[config.mk]
export PLATFORM = sky130hd
export DESIGN_NAME = rtcac_top
export DESIGN_NICKNAME = d
export VERILOG_FILES = /design/src/rtl/rtcac_pkg.sv /design/src/rtl/rtcac_top.sv
export SDC_FILE = /design/constraint.sdc
export NUM_CORES = 1
export LEC_CHECK = 0
export ABC_AREA = 1
export BUFFER_PORTS_ARGS = -buffer_cell sky130_fd_sc_hd__buf_2
export CAP_MARGIN = 25
export CORE_UTILIZATION = 55
export DETAILED_ROUTE_END_ITERATION = 6
export PLACE_DENSITY = 0.74
export SYNTH_ARGS = -nofsm -noshare
export SYNTH_HDL_FRONTEND = slang
export SYNTH_SLANG_ARGS = --single-unit
[constraint.sdc]
create_clock -name clk -period 6.6 [get_ports clk]
set_input_delay 0 -clock clk [delete_from_list [all_inputs] [get_ports clk]]
set_output_delay 0 -clock clk [all_outputs]
set_load 0.005 [all_outputs]
[src/rtl/rtcac_pkg.sv]
// package: map, fields, resets and timing of the calendar clock
`default_nettype none
package rtcac_pkg;
    // register byte offsets
    localparam logic [7:0] OFS_SUB_COUNT  = 8'h00;
    localparam logic [7:0] OFS_SECOND     = 8'h04;
    localparam logic [7:0] OFS_MINUTE     = 8'h08;
    localparam logic [7:0] OFS_HOUR       = 8'h0c;
    localparam logic [7:0] OFS_WEEKDAY    = 8'h10;
    localparam logic [7:0] OFS_DAY        = 8'h14;
    localparam logic [7:0] OFS_MONTH      = 8'h18;
    localparam logic [7:0] OFS_YEAR       = 8'h1c;
    localparam logic [7:0] OFS_ALM_SECOND = 8'h20;
    localparam logic [7:0] OFS_ALM_MONTH  = 8'h34;
    localparam logic [7:0] OFS_CTRL_ONE   = 8'h38;
    localparam logic [7:0] OFS_CTRL_TWO   = 8'h3c;
    localparam int         NUM_ALARMS     = 6;
    // clock_control_one fields
    localparam int CR1_CARRY_FLAG   = 7;
    localparam int CR1_CARRY_IRQ_EN = 4;
    localparam int CR1_ALARM_IRQ_EN = 3;
    localparam int CR1_ALARM_FLAG   = 0;
    // clock_control_two fields
    localparam int CR2_PERIODIC_FLAG = 7;
    localparam int CR2_PSEL_LSB      = 4;
    localparam int CR2_OSC_EN        = 3;
    localparam int CR2_DIV_RESET     = 1;
    localparam int CR2_START         = 0;
    // alarm field enable above the value
    localparam int ALARM_ENABLE_BIT  = 7;
    // reset values
    localparam logic [7:0]  CR1_RESET   = 8'h00;
    localparam logic [2:0]  PSEL_RESET  = 3'h0;
    localparam logic        OSC_RESET   = 1'b1;
    localparam logic        START_RESET = 1'b1;
    localparam logic [7:0]  DAY_RESET   = 8'h01;
    localparam logic [7:0]  MONTH_RESET = 8'h01;
    localparam logic [15:0] YEAR_RESET  = 16'h0000;
    // timing: 10 mhz cycles in one 1/256 s tick
    localparam int TICK256_CYCLES  = 39062;
    // axi responses
    localparam logic [1:0] RESP_OKAY   = 2'h0;
    localparam logic [1:0] RESP_SLVERR = 2'h2;
    // write channel states
    typedef enum logic [1:0] {
        WR_COLLECT = 2'b01,
        WR_RESPOND = 2'b10
    } rtcac_wr_e;
    // calendar time, binary coded
    typedef struct packed {
        logic [15:0] year;
        logic [7:0]  month;
        logic [7:0]  day;
        logic [7:0]  weekday;
        logic [7:0]  hour;
        logic [7:0]  minute;
        logic [7:0]  second;
    } rtcac_time_s;
endpackage
`default_nettype wire

[src/rtl/rtcac_top.sv]
// module: calendar clock with alarm, periodic and carry requests
//
// Function
// (RQ1) stop, load all counters, restart
// (RQ2) carry during write updates written data
// (RQ3) recheck carry flag, repeat write
// (RQ4) carry during read forces reread
// (RQ5) carry seen by polling flag or interrupt
// (RQ6) alarm on any combination of six fields
// (RQ7) field enable bit selects compared fields
// (RQ8) all enabled fields match sets alarm flag
// (RQ9) alarm flag persists through match
// (RQ10) alarm request equals flag and enable
// (RQ11) periodic request when select nonzero and flag
// (RQ12) carry request equals carry flag and enable
// (RQ13) init: control one, divider reset, rest
// (RQ14) select codes give 1/256 to 2 seconds
// (RQ15) divider reset clears prescaler, self clears
// (RQ16) alarm flag cleared by zero, one ignored
// (RQ17) start halts calendar, not sub counter
// (RQ18) carry during counter access sets sticky flag
// (RQ19) requests are levels following flag and enable
//
// Implementation choices: the AXI4-Lite interface to the registers and the placing of the registers.
`default_nettype none
module rtcac_top
#(
    parameter int TICK_CYCLES = rtcac_pkg::TICK256_CYCLES
) (
    // clock and reset
    input  wire logic        clk,
    input  wire logic        reset,
    // axi4-lite write
    input  wire logic        s_axi_awvalid,
    output logic             s_axi_awready,
    input  wire logic [7:0]  s_axi_awaddr,
    input  wire logic        s_axi_wvalid,
    output logic             s_axi_wready,
    input  wire logic [31:0] s_axi_wdata,
    input  wire logic [3:0]  s_axi_wstrb,
    output logic             s_axi_bvalid,
    input  wire logic        s_axi_bready,
    output logic [1:0]       s_axi_bresp,
    // axi4-lite read
    input  wire logic        s_axi_arvalid,
    output logic             s_axi_arready,
    input  wire logic [7:0]  s_axi_araddr,
    output logic             s_axi_rvalid,
    input  wire logic        s_axi_rready,
    output logic [31:0]      s_axi_rdata,
    output logic [1:0]       s_axi_rresp,
    // interrupt requests
    output logic             alarm_request,
    output logic             periodic_request,
    output logic             carry_request
);
    import rtcac_pkg::*;

    ////////////////////////////////////////////////////////////////////////////
    // functions

    // days in a month; every fourth year is a leap year
    function automatic logic [7:0] month_days(input logic [7:0] m, input logic [15:0] y);
        case (m)
            8'h02:                      month_days = (y[1:0] == 2'h0) ? 8'h1d : 8'h1c;
            8'h04, 8'h06, 8'h09, 8'h0b: month_days = 8'h1e;
            default:                    month_days = 8'h1f;
        endcase
    endfunction

    // one second forward, cascading up to the year
    function automatic rtcac_time_s add_second(input rtcac_time_s t);
        rtcac_time_s r;
        r = t;
        r.second = t.second + 8'h01;
        if (t.second >= 8'h3b) begin
            r.second = 8'h00;
            r.minute = t.minute + 8'h01;
            if (t.minute >= 8'h3b) begin
                r.minute = 8'h00;
                r.hour   = t.hour + 8'h01;
                if (t.hour >= 8'h17) begin
                    r.hour    = 8'h00;
                    r.weekday = (t.weekday >= 8'h06) ? 8'h00 : t.weekday + 8'h01;
                    r.day     = t.day + 8'h01;
                    if (t.day >= month_days(t.month, t.year)) begin
                        r.day   = 8'h01;
                        r.month = t.month + 8'h01;
                        if (t.month >= 8'h0c) begin
                            r.month = 8'h01;
                            r.year  = t.year + 16'h0001;
                        end
                    end
                end
            end
        end
        return r;
    endfunction

    // periodic event from the 256 hz sub counter
    function automatic logic periodic_hit(input logic [2:0] sel, input logic [7:0] sub,
                                          input logic two);
        case (sel)
            3'h1:    periodic_hit = 1'b1;
            3'h2:    periodic_hit = (sub[1:0] == 2'h3);
            3'h3:    periodic_hit = (sub[3:0] == 4'hf);
            3'h4:    periodic_hit = (sub[5:0] == 6'h3f);
            3'h5:    periodic_hit = (sub[6:0] == 7'h7f);
            3'h6:    periodic_hit = (sub == 8'hff);
            3'h7:    periodic_hit = (sub == 8'hff) && two;
            default: periodic_hit = 1'b0;
        endcase
    endfunction

    ////////////////////////////////////////////////////////////////////////////
    // state

    rtcac_wr_e   wr_state_q, wr_state_d;
    logic        aw_have_q, aw_have_d, w_have_q, w_have_d;
    logic [7:0]  awaddr_q, awaddr_d;
    logic [31:0] wdata_q, wdata_d;
    logic [3:0]  wstrb_q, wstrb_d;
    logic [1:0]  bresp_q, bresp_d, rresp_q, rresp_d;
    logic        rvalid_q, rvalid_d;
    logic [31:0] rdata_q, rdata_d;
    logic [31:0] presc_q, presc_d;
    logic [7:0]  sub_q, sub_d;
    logic        two_q, two_d;
    rtcac_time_s time_q, time_d;
    logic [7:0]  alarm_q [NUM_ALARMS];
    logic [7:0]  alarm_d [NUM_ALARMS];
    logic        cf_q, cf_d, cie_q, cie_d, aie_q, aie_d, af_q, af_d;
    logic        pef_q, pef_d, osc_q, osc_d, start_q, start_d;
    logic [2:0]  psel_q, psel_d;
    logic        access_q, access_d;

    logic        do_wr, do_rd, tick256, carry, match;
    logic [5:0]  wr_idx, rd_idx;
    logic [7:0]  wbyte;
    logic [5:0]  alarm_en_vec;
    logic [47:0] alarm_cmp;

    ////////////////////////////////////////////////////////////////////////////
    // bus handshakes and decode

    // a write happens once address and data are both held
    assign do_wr         = aw_have_q && w_have_q && (wr_state_q == WR_COLLECT);
    assign do_rd         = s_axi_arvalid && !rvalid_q;
    assign s_axi_awready = !aw_have_q && (wr_state_q == WR_COLLECT);
    assign s_axi_wready  = !w_have_q && (wr_state_q == WR_COLLECT);
    assign s_axi_arready = !rvalid_q;
    assign s_axi_bvalid  = (wr_state_q == WR_RESPOND);
    assign s_axi_bresp   = bresp_q;
    assign s_axi_rvalid  = rvalid_q;
    assign s_axi_rdata   = rdata_q;
    assign s_axi_rresp   = rresp_q;
    assign wr_idx        = awaddr_q[7:2];
    assign rd_idx        = s_axi_araddr[7:2];
    assign wbyte         = wstrb_q[0] ? wdata_q[7:0] : 8'h00;

    ////////////////////////////////////////////////////////////////////////////
    // divider, alarm compare and requests

    // prescaler runs only with the oscillator on
    assign tick256 = osc_q && (presc_q == 32'(TICK_CYCLES - 1)); // RQ17
    // calendar advances only while started
    assign carry   = tick256 && (sub_q == 8'hff) && start_q; // RQ17
    assign alarm_cmp = {time_q.month, time_q.day, time_q.weekday,
                        time_q.hour, time_q.minute, time_q.second};

    // disabled fields always match; none enabled means no match
    always_comb begin
        match = 1'b1;
        for (int i = 0; i < NUM_ALARMS; i++) begin
            alarm_en_vec[i] = alarm_q[i][ALARM_ENABLE_BIT];
            if (alarm_q[i][ALARM_ENABLE_BIT] &&
                (alarm_q[i][6:0] != alarm_cmp[8*i +: 7])) begin // RQ7
                match = 1'b0;
            end
        end
        match = match && (alarm_en_vec != 6'h00); // RQ6
    end

    // requests are levels of flag and enable
    assign alarm_request    = af_q && aie_q; // RQ10 RQ19
    assign periodic_request = (psel_q != 3'h0) && pef_q; // RQ11 RQ19
    assign carry_request    = cf_q && cie_q; // RQ12 RQ19 RQ5

    ////////////////////////////////////////////////////////////////////////////
    // next state

    always_comb begin
        rtcac_time_s t;
        logic        div_clr;
        t          = time_q;
        div_clr    = 1'b0;
        wr_state_d = wr_state_q;
        aw_have_d  = aw_have_q;
        w_have_d   = w_have_q;
        awaddr_d   = awaddr_q;
        wdata_d    = wdata_q;
        wstrb_d    = wstrb_q;
        bresp_d    = bresp_q;
        rvalid_d   = rvalid_q;
        rdata_d    = rdata_q;
        rresp_d    = rresp_q;
        alarm_d    = alarm_q;
        cie_d      = cie_q;
        aie_d      = aie_q;
        osc_d      = osc_q;
        start_d    = start_q;
        psel_d     = psel_q;
        access_d   = access_q;
        cf_d       = cf_q;
        af_d       = af_q;
        pef_d      = pef_q;
        // channel capture, either order
        if (s_axi_awvalid && s_axi_awready) begin
            aw_have_d = 1'b1;
            awaddr_d  = s_axi_awaddr;
        end
        if (s_axi_wvalid && s_axi_wready) begin
            w_have_d = 1'b1;
            wdata_d  = s_axi_wdata;
            wstrb_d  = s_axi_wstrb;
        end
        if (wr_state_q == WR_RESPOND && s_axi_bready) begin
            wr_state_d = WR_COLLECT;
        end
        // register writes
        if (do_wr) begin
            aw_have_d  = 1'b0;
            w_have_d   = 1'b0;
            wr_state_d = WR_RESPOND;
            bresp_d    = (awaddr_q <= OFS_CTRL_TWO) ? RESP_OKAY : RESP_SLVERR;
            if (wr_idx >= OFS_SECOND[7:2] && wr_idx <= OFS_YEAR[7:2]) begin
                access_d = 1'b1;
            end
            if (wstrb_q[0]) begin
                case (awaddr_q)
                    OFS_SECOND:  t.second  = wbyte;
                    OFS_MINUTE:  t.minute  = wbyte;
                    OFS_HOUR:    t.hour    = wbyte;
                    OFS_WEEKDAY: t.weekday = wbyte;
                    OFS_DAY:     t.day     = wbyte;
                    OFS_MONTH:   t.month   = wbyte;
                    OFS_CTRL_ONE: begin
                        cie_d    = wbyte[CR1_CARRY_IRQ_EN];
                        aie_d    = wbyte[CR1_ALARM_IRQ_EN];
                        access_d = 1'b0; // new access window starts here
                        if (!wbyte[CR1_CARRY_FLAG]) cf_d = 1'b0;
                        if (!wbyte[CR1_ALARM_FLAG]) af_d = 1'b0; // RQ16
                    end
                    OFS_CTRL_TWO: begin
                        pef_d   = wbyte[CR2_PERIODIC_FLAG];
                        psel_d  = wbyte[CR2_PSEL_LSB +: 3];
                        osc_d   = wbyte[CR2_OSC_EN];
                        start_d = wbyte[CR2_START];
                        div_clr = wbyte[CR2_DIV_RESET]; // RQ15
                    end
                    default: begin
                        if (awaddr_q >= OFS_ALM_SECOND && awaddr_q <= OFS_ALM_MONTH) begin
                            alarm_d[3'(wr_idx - OFS_ALM_SECOND[7:2])] = wbyte; // RQ7
                        end
                    end
                endcase
            end
            if (awaddr_q == OFS_YEAR) begin
                if (wstrb_q[0]) t.year[7:0]  = wdata_q[7:0];
                if (wstrb_q[1]) t.year[15:8] = wdata_q[15:8];
            end
        end
        // a carry in the write cycle lands on the written data
        time_d = carry ? add_second(t) : t; // RQ2
        // divider chain; the clear bit is not stored
        presc_d = (div_clr || tick256) ? 32'h0 : (osc_q ? presc_q + 32'h1 : presc_q); // RQ15
        sub_d   = div_clr ? 8'h00 : (tick256 ? sub_q + 8'h01 : sub_q); // RQ17
        two_d   = div_clr ? 1'b0 : ((tick256 && sub_q == 8'hff) ? !two_q : two_q);
        // reads
        if (s_axi_rvalid && s_axi_rready) begin
            rvalid_d = 1'b0;
        end
        if (do_rd) begin
            rvalid_d = 1'b1;
            rresp_d  = (s_axi_araddr <= OFS_CTRL_TWO) ? RESP_OKAY : RESP_SLVERR;
            if (rd_idx <= OFS_YEAR[7:2]) begin
                access_d = 1'b1;
            end
            case (s_axi_araddr)
                OFS_SUB_COUNT: rdata_d = {25'h0, sub_q[7:1]};
                OFS_SECOND:    rdata_d = {24'h0, time_q.second};
                OFS_MINUTE:    rdata_d = {24'h0, time_q.minute};
                OFS_HOUR:      rdata_d = {24'h0, time_q.hour};
                OFS_WEEKDAY:   rdata_d = {24'h0, time_q.weekday};
                OFS_DAY:       rdata_d = {24'h0, time_q.day};
                OFS_MONTH:     rdata_d = {24'h0, time_q.month};
                OFS_YEAR:      rdata_d = {16'h0, time_q.year};
                OFS_CTRL_ONE:  rdata_d = {24'h0, cf_q, 2'h0, cie_q, aie_q, 2'h0, af_q};
                OFS_CTRL_TWO:  rdata_d = {24'h0, pef_q, psel_q, osc_q, 2'h0, start_q};
                default: begin
                    rdata_d = 32'h0;
                    if (s_axi_araddr >= OFS_ALM_SECOND && s_axi_araddr <= OFS_ALM_MONTH) begin
                        rdata_d = {24'h0, alarm_q[3'(rd_idx - OFS_ALM_SECOND[7:2])]};
                    end
                end
            endcase
        end
        // hardware sets win over software clears
        if (carry && (access_q || access_d)) cf_d = 1'b1; // RQ18
        if (match) af_d = 1'b1; // RQ8 RQ9
        if (tick256 && periodic_hit(psel_q, sub_q, two_q)) pef_d = 1'b1; // RQ14
    end

    ////////////////////////////////////////////////////////////////////////////
    // registers

    always_ff @(posedge clk) begin
        if (reset) begin
            wr_state_q <= WR_COLLECT;
            aw_have_q  <= 1'b0;
            w_have_q   <= 1'b0;
            awaddr_q   <= 8'h00;
            wdata_q    <= 32'h0;
            wstrb_q    <= 4'h0;
            bresp_q    <= RESP_OKAY;
            rvalid_q   <= 1'b0;
            rdata_q    <= 32'h0;
            rresp_q    <= RESP_OKAY;
            presc_q    <= 32'h0;
            sub_q      <= 8'h00;
            two_q      <= 1'b0;
            time_q     <= '{year: YEAR_RESET, month: MONTH_RESET, day: DAY_RESET,
                            default: 8'h00};
            for (int i = 0; i < NUM_ALARMS; i++) alarm_q[i] <= 8'h00;
            cf_q       <= CR1_RESET[CR1_CARRY_FLAG];
            cie_q      <= CR1_RESET[CR1_CARRY_IRQ_EN];
            aie_q      <= CR1_RESET[CR1_ALARM_IRQ_EN];
            af_q       <= CR1_RESET[CR1_ALARM_FLAG];
            pef_q      <= 1'b0;
            psel_q     <= PSEL_RESET;
            osc_q      <= OSC_RESET;
            start_q    <= START_RESET;
            access_q   <= 1'b0;
        end else begin
            wr_state_q <= wr_state_d;
            aw_have_q  <= aw_have_d;
            w_have_q   <= w_have_d;
            awaddr_q   <= awaddr_d;
            wdata_q    <= wdata_d;
            wstrb_q    <= wstrb_d;
            bresp_q    <= bresp_d;
            rvalid_q   <= rvalid_d;
            rdata_q    <= rdata_d;
            rresp_q    <= rresp_d;
            presc_q    <= presc_d;
            sub_q      <= sub_d;
            two_q      <= two_d;
            time_q     <= time_d;
            alarm_q    <= alarm_d;
            cf_q       <= cf_d;
            cie_q      <= cie_d;
            aie_q      <= aie_d;
            af_q       <= af_d;
            pef_q      <= pef_d;
            psel_q     <= psel_d;
            osc_q      <= osc_d;
            start_q    <= start_d;
            access_q   <= access_d;
        end
    end
endmodule
`default_nettype wire

# After elaboration in Yosys (flattened, before gate mapping)
# Cells that the tools add are included.
[classes]
n_addsub = 11
n_lt_le_gt_ge = 18
n_eq_ne = 46
mux = 68
bitwise_logic = 3
n_reduce_logical = 61
[op_table]
columns = ["operator", "n"]
rows = [
  ["64-bit 2-to-1 mux", 3],
  ["16-bit one-hot mux with 10 select lines", 1],
  ["8-bit 2-to-1 mux", 17],
  ["48-bit 2-to-1 mux", 2],
  ["8-bit by 5-bit equality test with 1-bit output, second input constant", 8],
  ["8-bit by 1-bit adder with 8-bit output, second input constant", 7],
  ["56-bit 2-to-1 mux", 1],
  ["48-bit bitwise mux", 1],
  ["8-bit by 4-bit equality test with 1-bit output, second input constant", 6],
  ["7-bit inequality test", 6],
  ["32-bit by 1-bit adder with 32-bit output, second input constant", 1],
  ["32-bit by 16-bit equality test with 1-bit output, second input constant", 1],
  ["8-bit by 3-bit equality test with 1-bit output, second input constant", 4],
  ["8-bit by 6-bit equality test with 1-bit output, second input constant", 4],
  ["8-bit by 6-bit >= comparator with 1-bit output, second input constant", 4],
  ["8-bit by 6-bit less-or-equal comparator with 1-bit output, second input constant", 4],
  ["1-bit 2-to-1 mux", 32],
  ["32-bit 2-to-1 mux", 1],
  ["1-bit logical AND", 29],
  ["8-bit binary-select mux with 3-bit select", 1],
  ["8-bit demux with 3-bit select", 1],
  ["24-bit 2-to-1 mux", 1],
  ["2-bit nonzero test", 11],
  ["16-bit by 1-bit adder with 16-bit output, second input constant", 1],
  ["other kinds (38)", 60],
]
[totals]
ff_bits = 231
input_bits = 59
out_inout_bits = 44
word_cells = 242

# Depth between registers and ports, before layout
[depth]
word_depth = 16
mapped_depth = 29
depth_no_buf = 28

# Worst setup path before layout
# Ideal clock, no wire load.
[synth_timing]
path_type = "reg2reg"
from = "reg awaddr_q[4]"
to = "reg time_q[57] (netlist name)"
setup_time_ps = 114
arrival_time_ps = 2991
required_time_ps = 6486
path_slack_ps = 3495
stages_incl_launch_ff = 25
path_buffers = 1
period_less_slack_ps = 3105
path_cell_list = "dfxtp_1 -> buf_6 -> inv_2 -> nor2_4 -> nand2_4 -> nor2_2 -> nand2_2 -> o21ai_0 -> nand3_1 -> nor3_1 -> nand2_1 -> o21ai_0 -> inv_1 -> ha_1 -> inv_1 -> nand2_1 -> a21oi_1 -> nor2_1 -> nand2_1 -> nand2_2 -> nand2_2 -> nor2_1 -> nand4_1 -> o21bai_1 -> nor2_1"
[synth_between]
elab_chain_len = 16
word_cells_on_any_way = 38
cone_classes = "1 x add/sub; 5 x order compare; 11 x eq/ne; 19 x mux; 2 x reduce/logical"
[synth_lines]
columns = ["item", "line_no", "rtl"]
rows = [
  ["start: declaration", "rtcac_top.sv:120", "logic [7:0] awaddr_q, awaddr_d;"],
  ["start signal: assignment", "rtcac_top.sv:348", "awaddr_q <= awaddr_d;"],
  ["8-bit by 5-bit equality test with 1-bit output", "rtcac_top.sv:240", "case (awaddr_q)"],
  ["8-bit 2-to-1 mux", "rtcac_top.sv:240", ""],
  ["48-bit 2-to-1 mux", "rtcac_top.sv:239", "if (wstrb_q[0]) begin"],
  ["64-bit 2-to-1 mux *", "rtcac_top.sv:231", "if (do_wr) begin"],
  ["8-bit by 3-bit equality test with 1-bit output / 8-bit by 4-bit equality test with 1-bit output (equally long branches)", "rtcac_top.sv:64", "case (m)"],
  ["4-bit OR reduction", "rtcac_top.sv:64", ""],
  ["2-bit one-hot mux with 2 select lines", "rtcac_top.sv:64", ""],
  ["8-bit 2-to-1 mux", "rtcac_top.sv:82", "if (t.hour >= 8'h17) begin"],
  ["8-bit 2-to-1 mux", "rtcac_top.sv:79", "if (t.minute >= 8'h3b) begin"],
  ["8-bit 2-to-1 mux", "rtcac_top.sv:76", "if (t.second >= 8'h3b) begin"],
  ["8-bit >= comparator", "rtcac_top.sv:86", "if (t.day >= month_days(t.month, t.year)) begin"],
  ["32-bit 2-to-1 mux", "rtcac_top.sv:86", ""],
  ["48-bit 2-to-1 mux", "rtcac_top.sv:82", ""],
  ["56-bit 2-to-1 mux", "rtcac_top.sv:79", ""],
  ["64-bit 2-to-1 mux", "rtcac_top.sv:76", ""],
  ["64-bit 2-to-1 mux *", "rtcac_top.sv:274", "time_d = carry ? add_second(t) : t;"],
  ["end signal: assignment", "rtcac_top.sv:332", "time_q <= '{year: YEAR_RESET, month: MONTH_RESET, day: DAY_RESET,"],
  ["end signal: assignment", "rtcac_top.sv:358", "time_q <= time_d;"],
  ["end: declaration", "rtcac_top.sv:129", "rtcac_time_s time_q, time_d;"],
]
# Mark *: on every way between the ends. The rest lies on a longest branch, timed or not. The select of a mux whose other input is x is not followed.
# A chain may end at the register's enable or synchronous reset.

# Final worst setup path
[layout_timing]
from = "reg awaddr_q[4]"
to = "reg time_q[60] (netlist name)"
# Same word-level chain as after synthesis.

==> results.tsv <==
metric	value	unit
outcome	complete, no violations	
H-Tree Depth	1	
fin nets	1954	
Finished Layout Cells	2179	
Setup crit start kind	flip-flop	
multiplexer share of the synthesized area	0	
wire length per cell	19.1	um
Root Driver	clkbuf_16	
Synth Area in Simple Gates	0.300	
Pwr Total	3.24	mW
via count	12600	
ratio of cells with drive above 1 in the final layout	0.110	
Synth Instances	1794	
Initial Util	0.558	
die area	22700	sq um
count of final setup violators	0	
most frequent CP cell	nand2_1	
most frequent cells in the layout	nand2_1 (361), inv_1 (246), dfxtp_1 (213)	
clk_lat worst skew	0.53	ns
Synth Warn #	0	
Slew HR	0.275	
hold_buf cts	31	
vias in the first global route	11400	
post-synthesis cell area	12100	sq um
Worst VDD drop	210	uV
Detailed Route Iter0 Violations	1466	
Primary FF master, synth	dfxtp_1	
Tcrit/Tclk final	0.619	
worst hold path class	primary input to flip-flop	
Post-synth EDFFs	0	
gr usage total	0.368	
area fraction in compound gates after synthesis	0.194	
Max clock buf depth	3	
CP peak stage delay	0.54	ns
synth top area cells	dfxtp_1 (35%), nand2_1 (11%), inv_1 (7.6%), o21ai_0 (6.2%), nor2_1 (5.7%)	
CP Class	flip-flop to flip-flop	
port bufs	66	
die width	151	um
RSZ-0062 raised after global routing	no	
static leakage	5.85	nW
core box area	21800	sq um
crit path DAT	4.54	ns
synth unique cells	62	
First-pass DRT Iterations	6	
Routed Wire Length	41500	um
syn avg cell area	6.77	sq um
Worst path slowest cell	dfxtp_1	
Post-CTS Setup Bufs	0	
xor-xnor portion of the synthesized cell area	0.0296	
fmax	0.245	GHz
setup tns final	0	ns
Setup Skew	0.0136	ns
Via-to-Cell Ratio	5.77	
r2r setup slk	2.52	ns
clk sink count	213	
RePlAce Congestion	1.01	
CTS Buf Count	25	
Worst-path clk slew	0.06	ns
IO Pins	103	
adder-cell share of the synthesized area	0.0134	
dpl cells	2104	
PostCTS Resize Cnt	0	
Finished Core Util	0.638	
CP endpoint kind	flip-flop	
Pins Over Slew Limit	0	
first-pass GRT wire length	63300	um
Worst Path Max Fanout	9	
Area Growth Syn to Fin	14.2	%
register bit total from synthesis	213	
Max Cap Violations	0	
CTS tree	yes	
critical path required time	7.06	ns
placed wire-length estimate	31200	um
Rows	54	
Final Hold Viols	0	
Die H	151	um
DRC Markers	0	
async set-or-reset flop fraction in the synthesized netlist	0	
post-layout min period	4.08	ns
post-synthesis sequential area ratio	0.351	
largest family of logic cells by synthesized area	simple AND/OR/NAND/NOR gates	
antenna cells	0	
total global routing overflow	0	
Final ANT Viol Nets	0	
P per Cell Area	234	nW/um^2
worst slew pin tran	1.08	ns
largest net degree at the start of global routing	58	
area leader, netlist	dfxtp_1	
top cell type's share of synthesized area	0.351	
commonest non-fill, non-tap cell in the layout	nand2_1	
initial antenna violation count	0	
-- power by group --
| group | switching, mW | internal [mW] | total (mW) |
|---|---|---|---|
| logic | 0.170 | 0.0716 | 0.242 |
| clock network | 0.569 | 1.09 | 1.66 |
| registers | 0.0317 | 1.31 | 1.35 |
-- worst paths after layout --
| kind | cells past startpoint | start | to |
|---|---|---|---|
| max | 26 | awaddr_q[4] | time_q[60] |
| min | 3 | reset | alarm_cmp[7] |
| max reg2reg | 26 | awaddr_q[4] | time_q[60] |
| min reg2reg | 2 | wdata_q[10] | wdata_q[10] |
-- through the flow --
step	cell area (sq um)	hold WS, ns	worst slack [ns]
after detailed placement	12600	0.258	2.62
after global routing	13900	0.0274	2.11
final	13900	0.0244	2.52
after floorplan	12200	0.167	3.49
after global placement	12600	0.250	2.72
after CTS	13900	0.0132	2.59
-- cells in the mapped netlist (8+ instances only) --
master,n
a211oi_1,8
a21oi_1,138
clkbuf_1,28
nand4_1,29
nor4_1,9
xnor2_1,22
nor2_4,13
o22ai_1,34
nor2_2,11
o21ai_1,12
inv_2,18
buf_4,22
nor3_1,42
a31oi_1,11
ha_1,13
inv_1,247
o21ai_0,150
nand2_2,15
dfxtp_1,213
nand2_1,361
nand2_4,12
xor2_1,19
nor2_1,185
nand3_1,82
-- per-layer routing --
metal,vias up,share of wire,GRT usage
met2,612,0.44,0.577
met4,0,0.042,0.139
met3,110,0.097,0.0576
met1,5788,0.42,0.505
met5,-,0,0
li1,6064,-,-
-- critical path: cells and delay by family, from the launching register on --
family,cells,cell delay (ns)
buffers and inverters,6,0.49
AND/OR/NAND/NOR,16,2.12
AO/OA/AOI/OAI,3,0.60
flip-flops,1,0.54
adder cells (fa/ha/maj),1,0.26
-- state kept, by name, summed over array words and instances (netlist names), 2 cells and up --
signal,cells
alarm_cmp,48
alarm_q,42
presc_q,32
s_axi_rdata,16
time_q,16
wdata_q,16
awaddr_q,8
sub_q,8
alarm_en_vec,6
psel_q,3
wr_state_q,2
wstrb_q,2
-- area by class of cell --
type / instances / area (sq um)
clock buffer: 31 / 688
clock inverter: 13 / 295
fill: 2013 / 7880
inverter: 267 / 1000
multi-input combinational: 1272 / 6590
sequential: 213 / 4260
tap: 280 / 350
timing repair buffer: 103 / 683
-- logic make-up (layout without fill, tap and decap cells) --
kind of cell / Yosys count / count (layout)
AND/OR/NAND/NOR: 789 / 789
AO/OA/AOI/OAI: 411 / 411
buffers and inverters: 326 / 414
flip-flops: 213 / 213
XOR/XNOR: 41 / 41
adder cells (fa/ha/maj): 13 / 13
other: 1 / 18
Power figures use the tool's default switching activity.
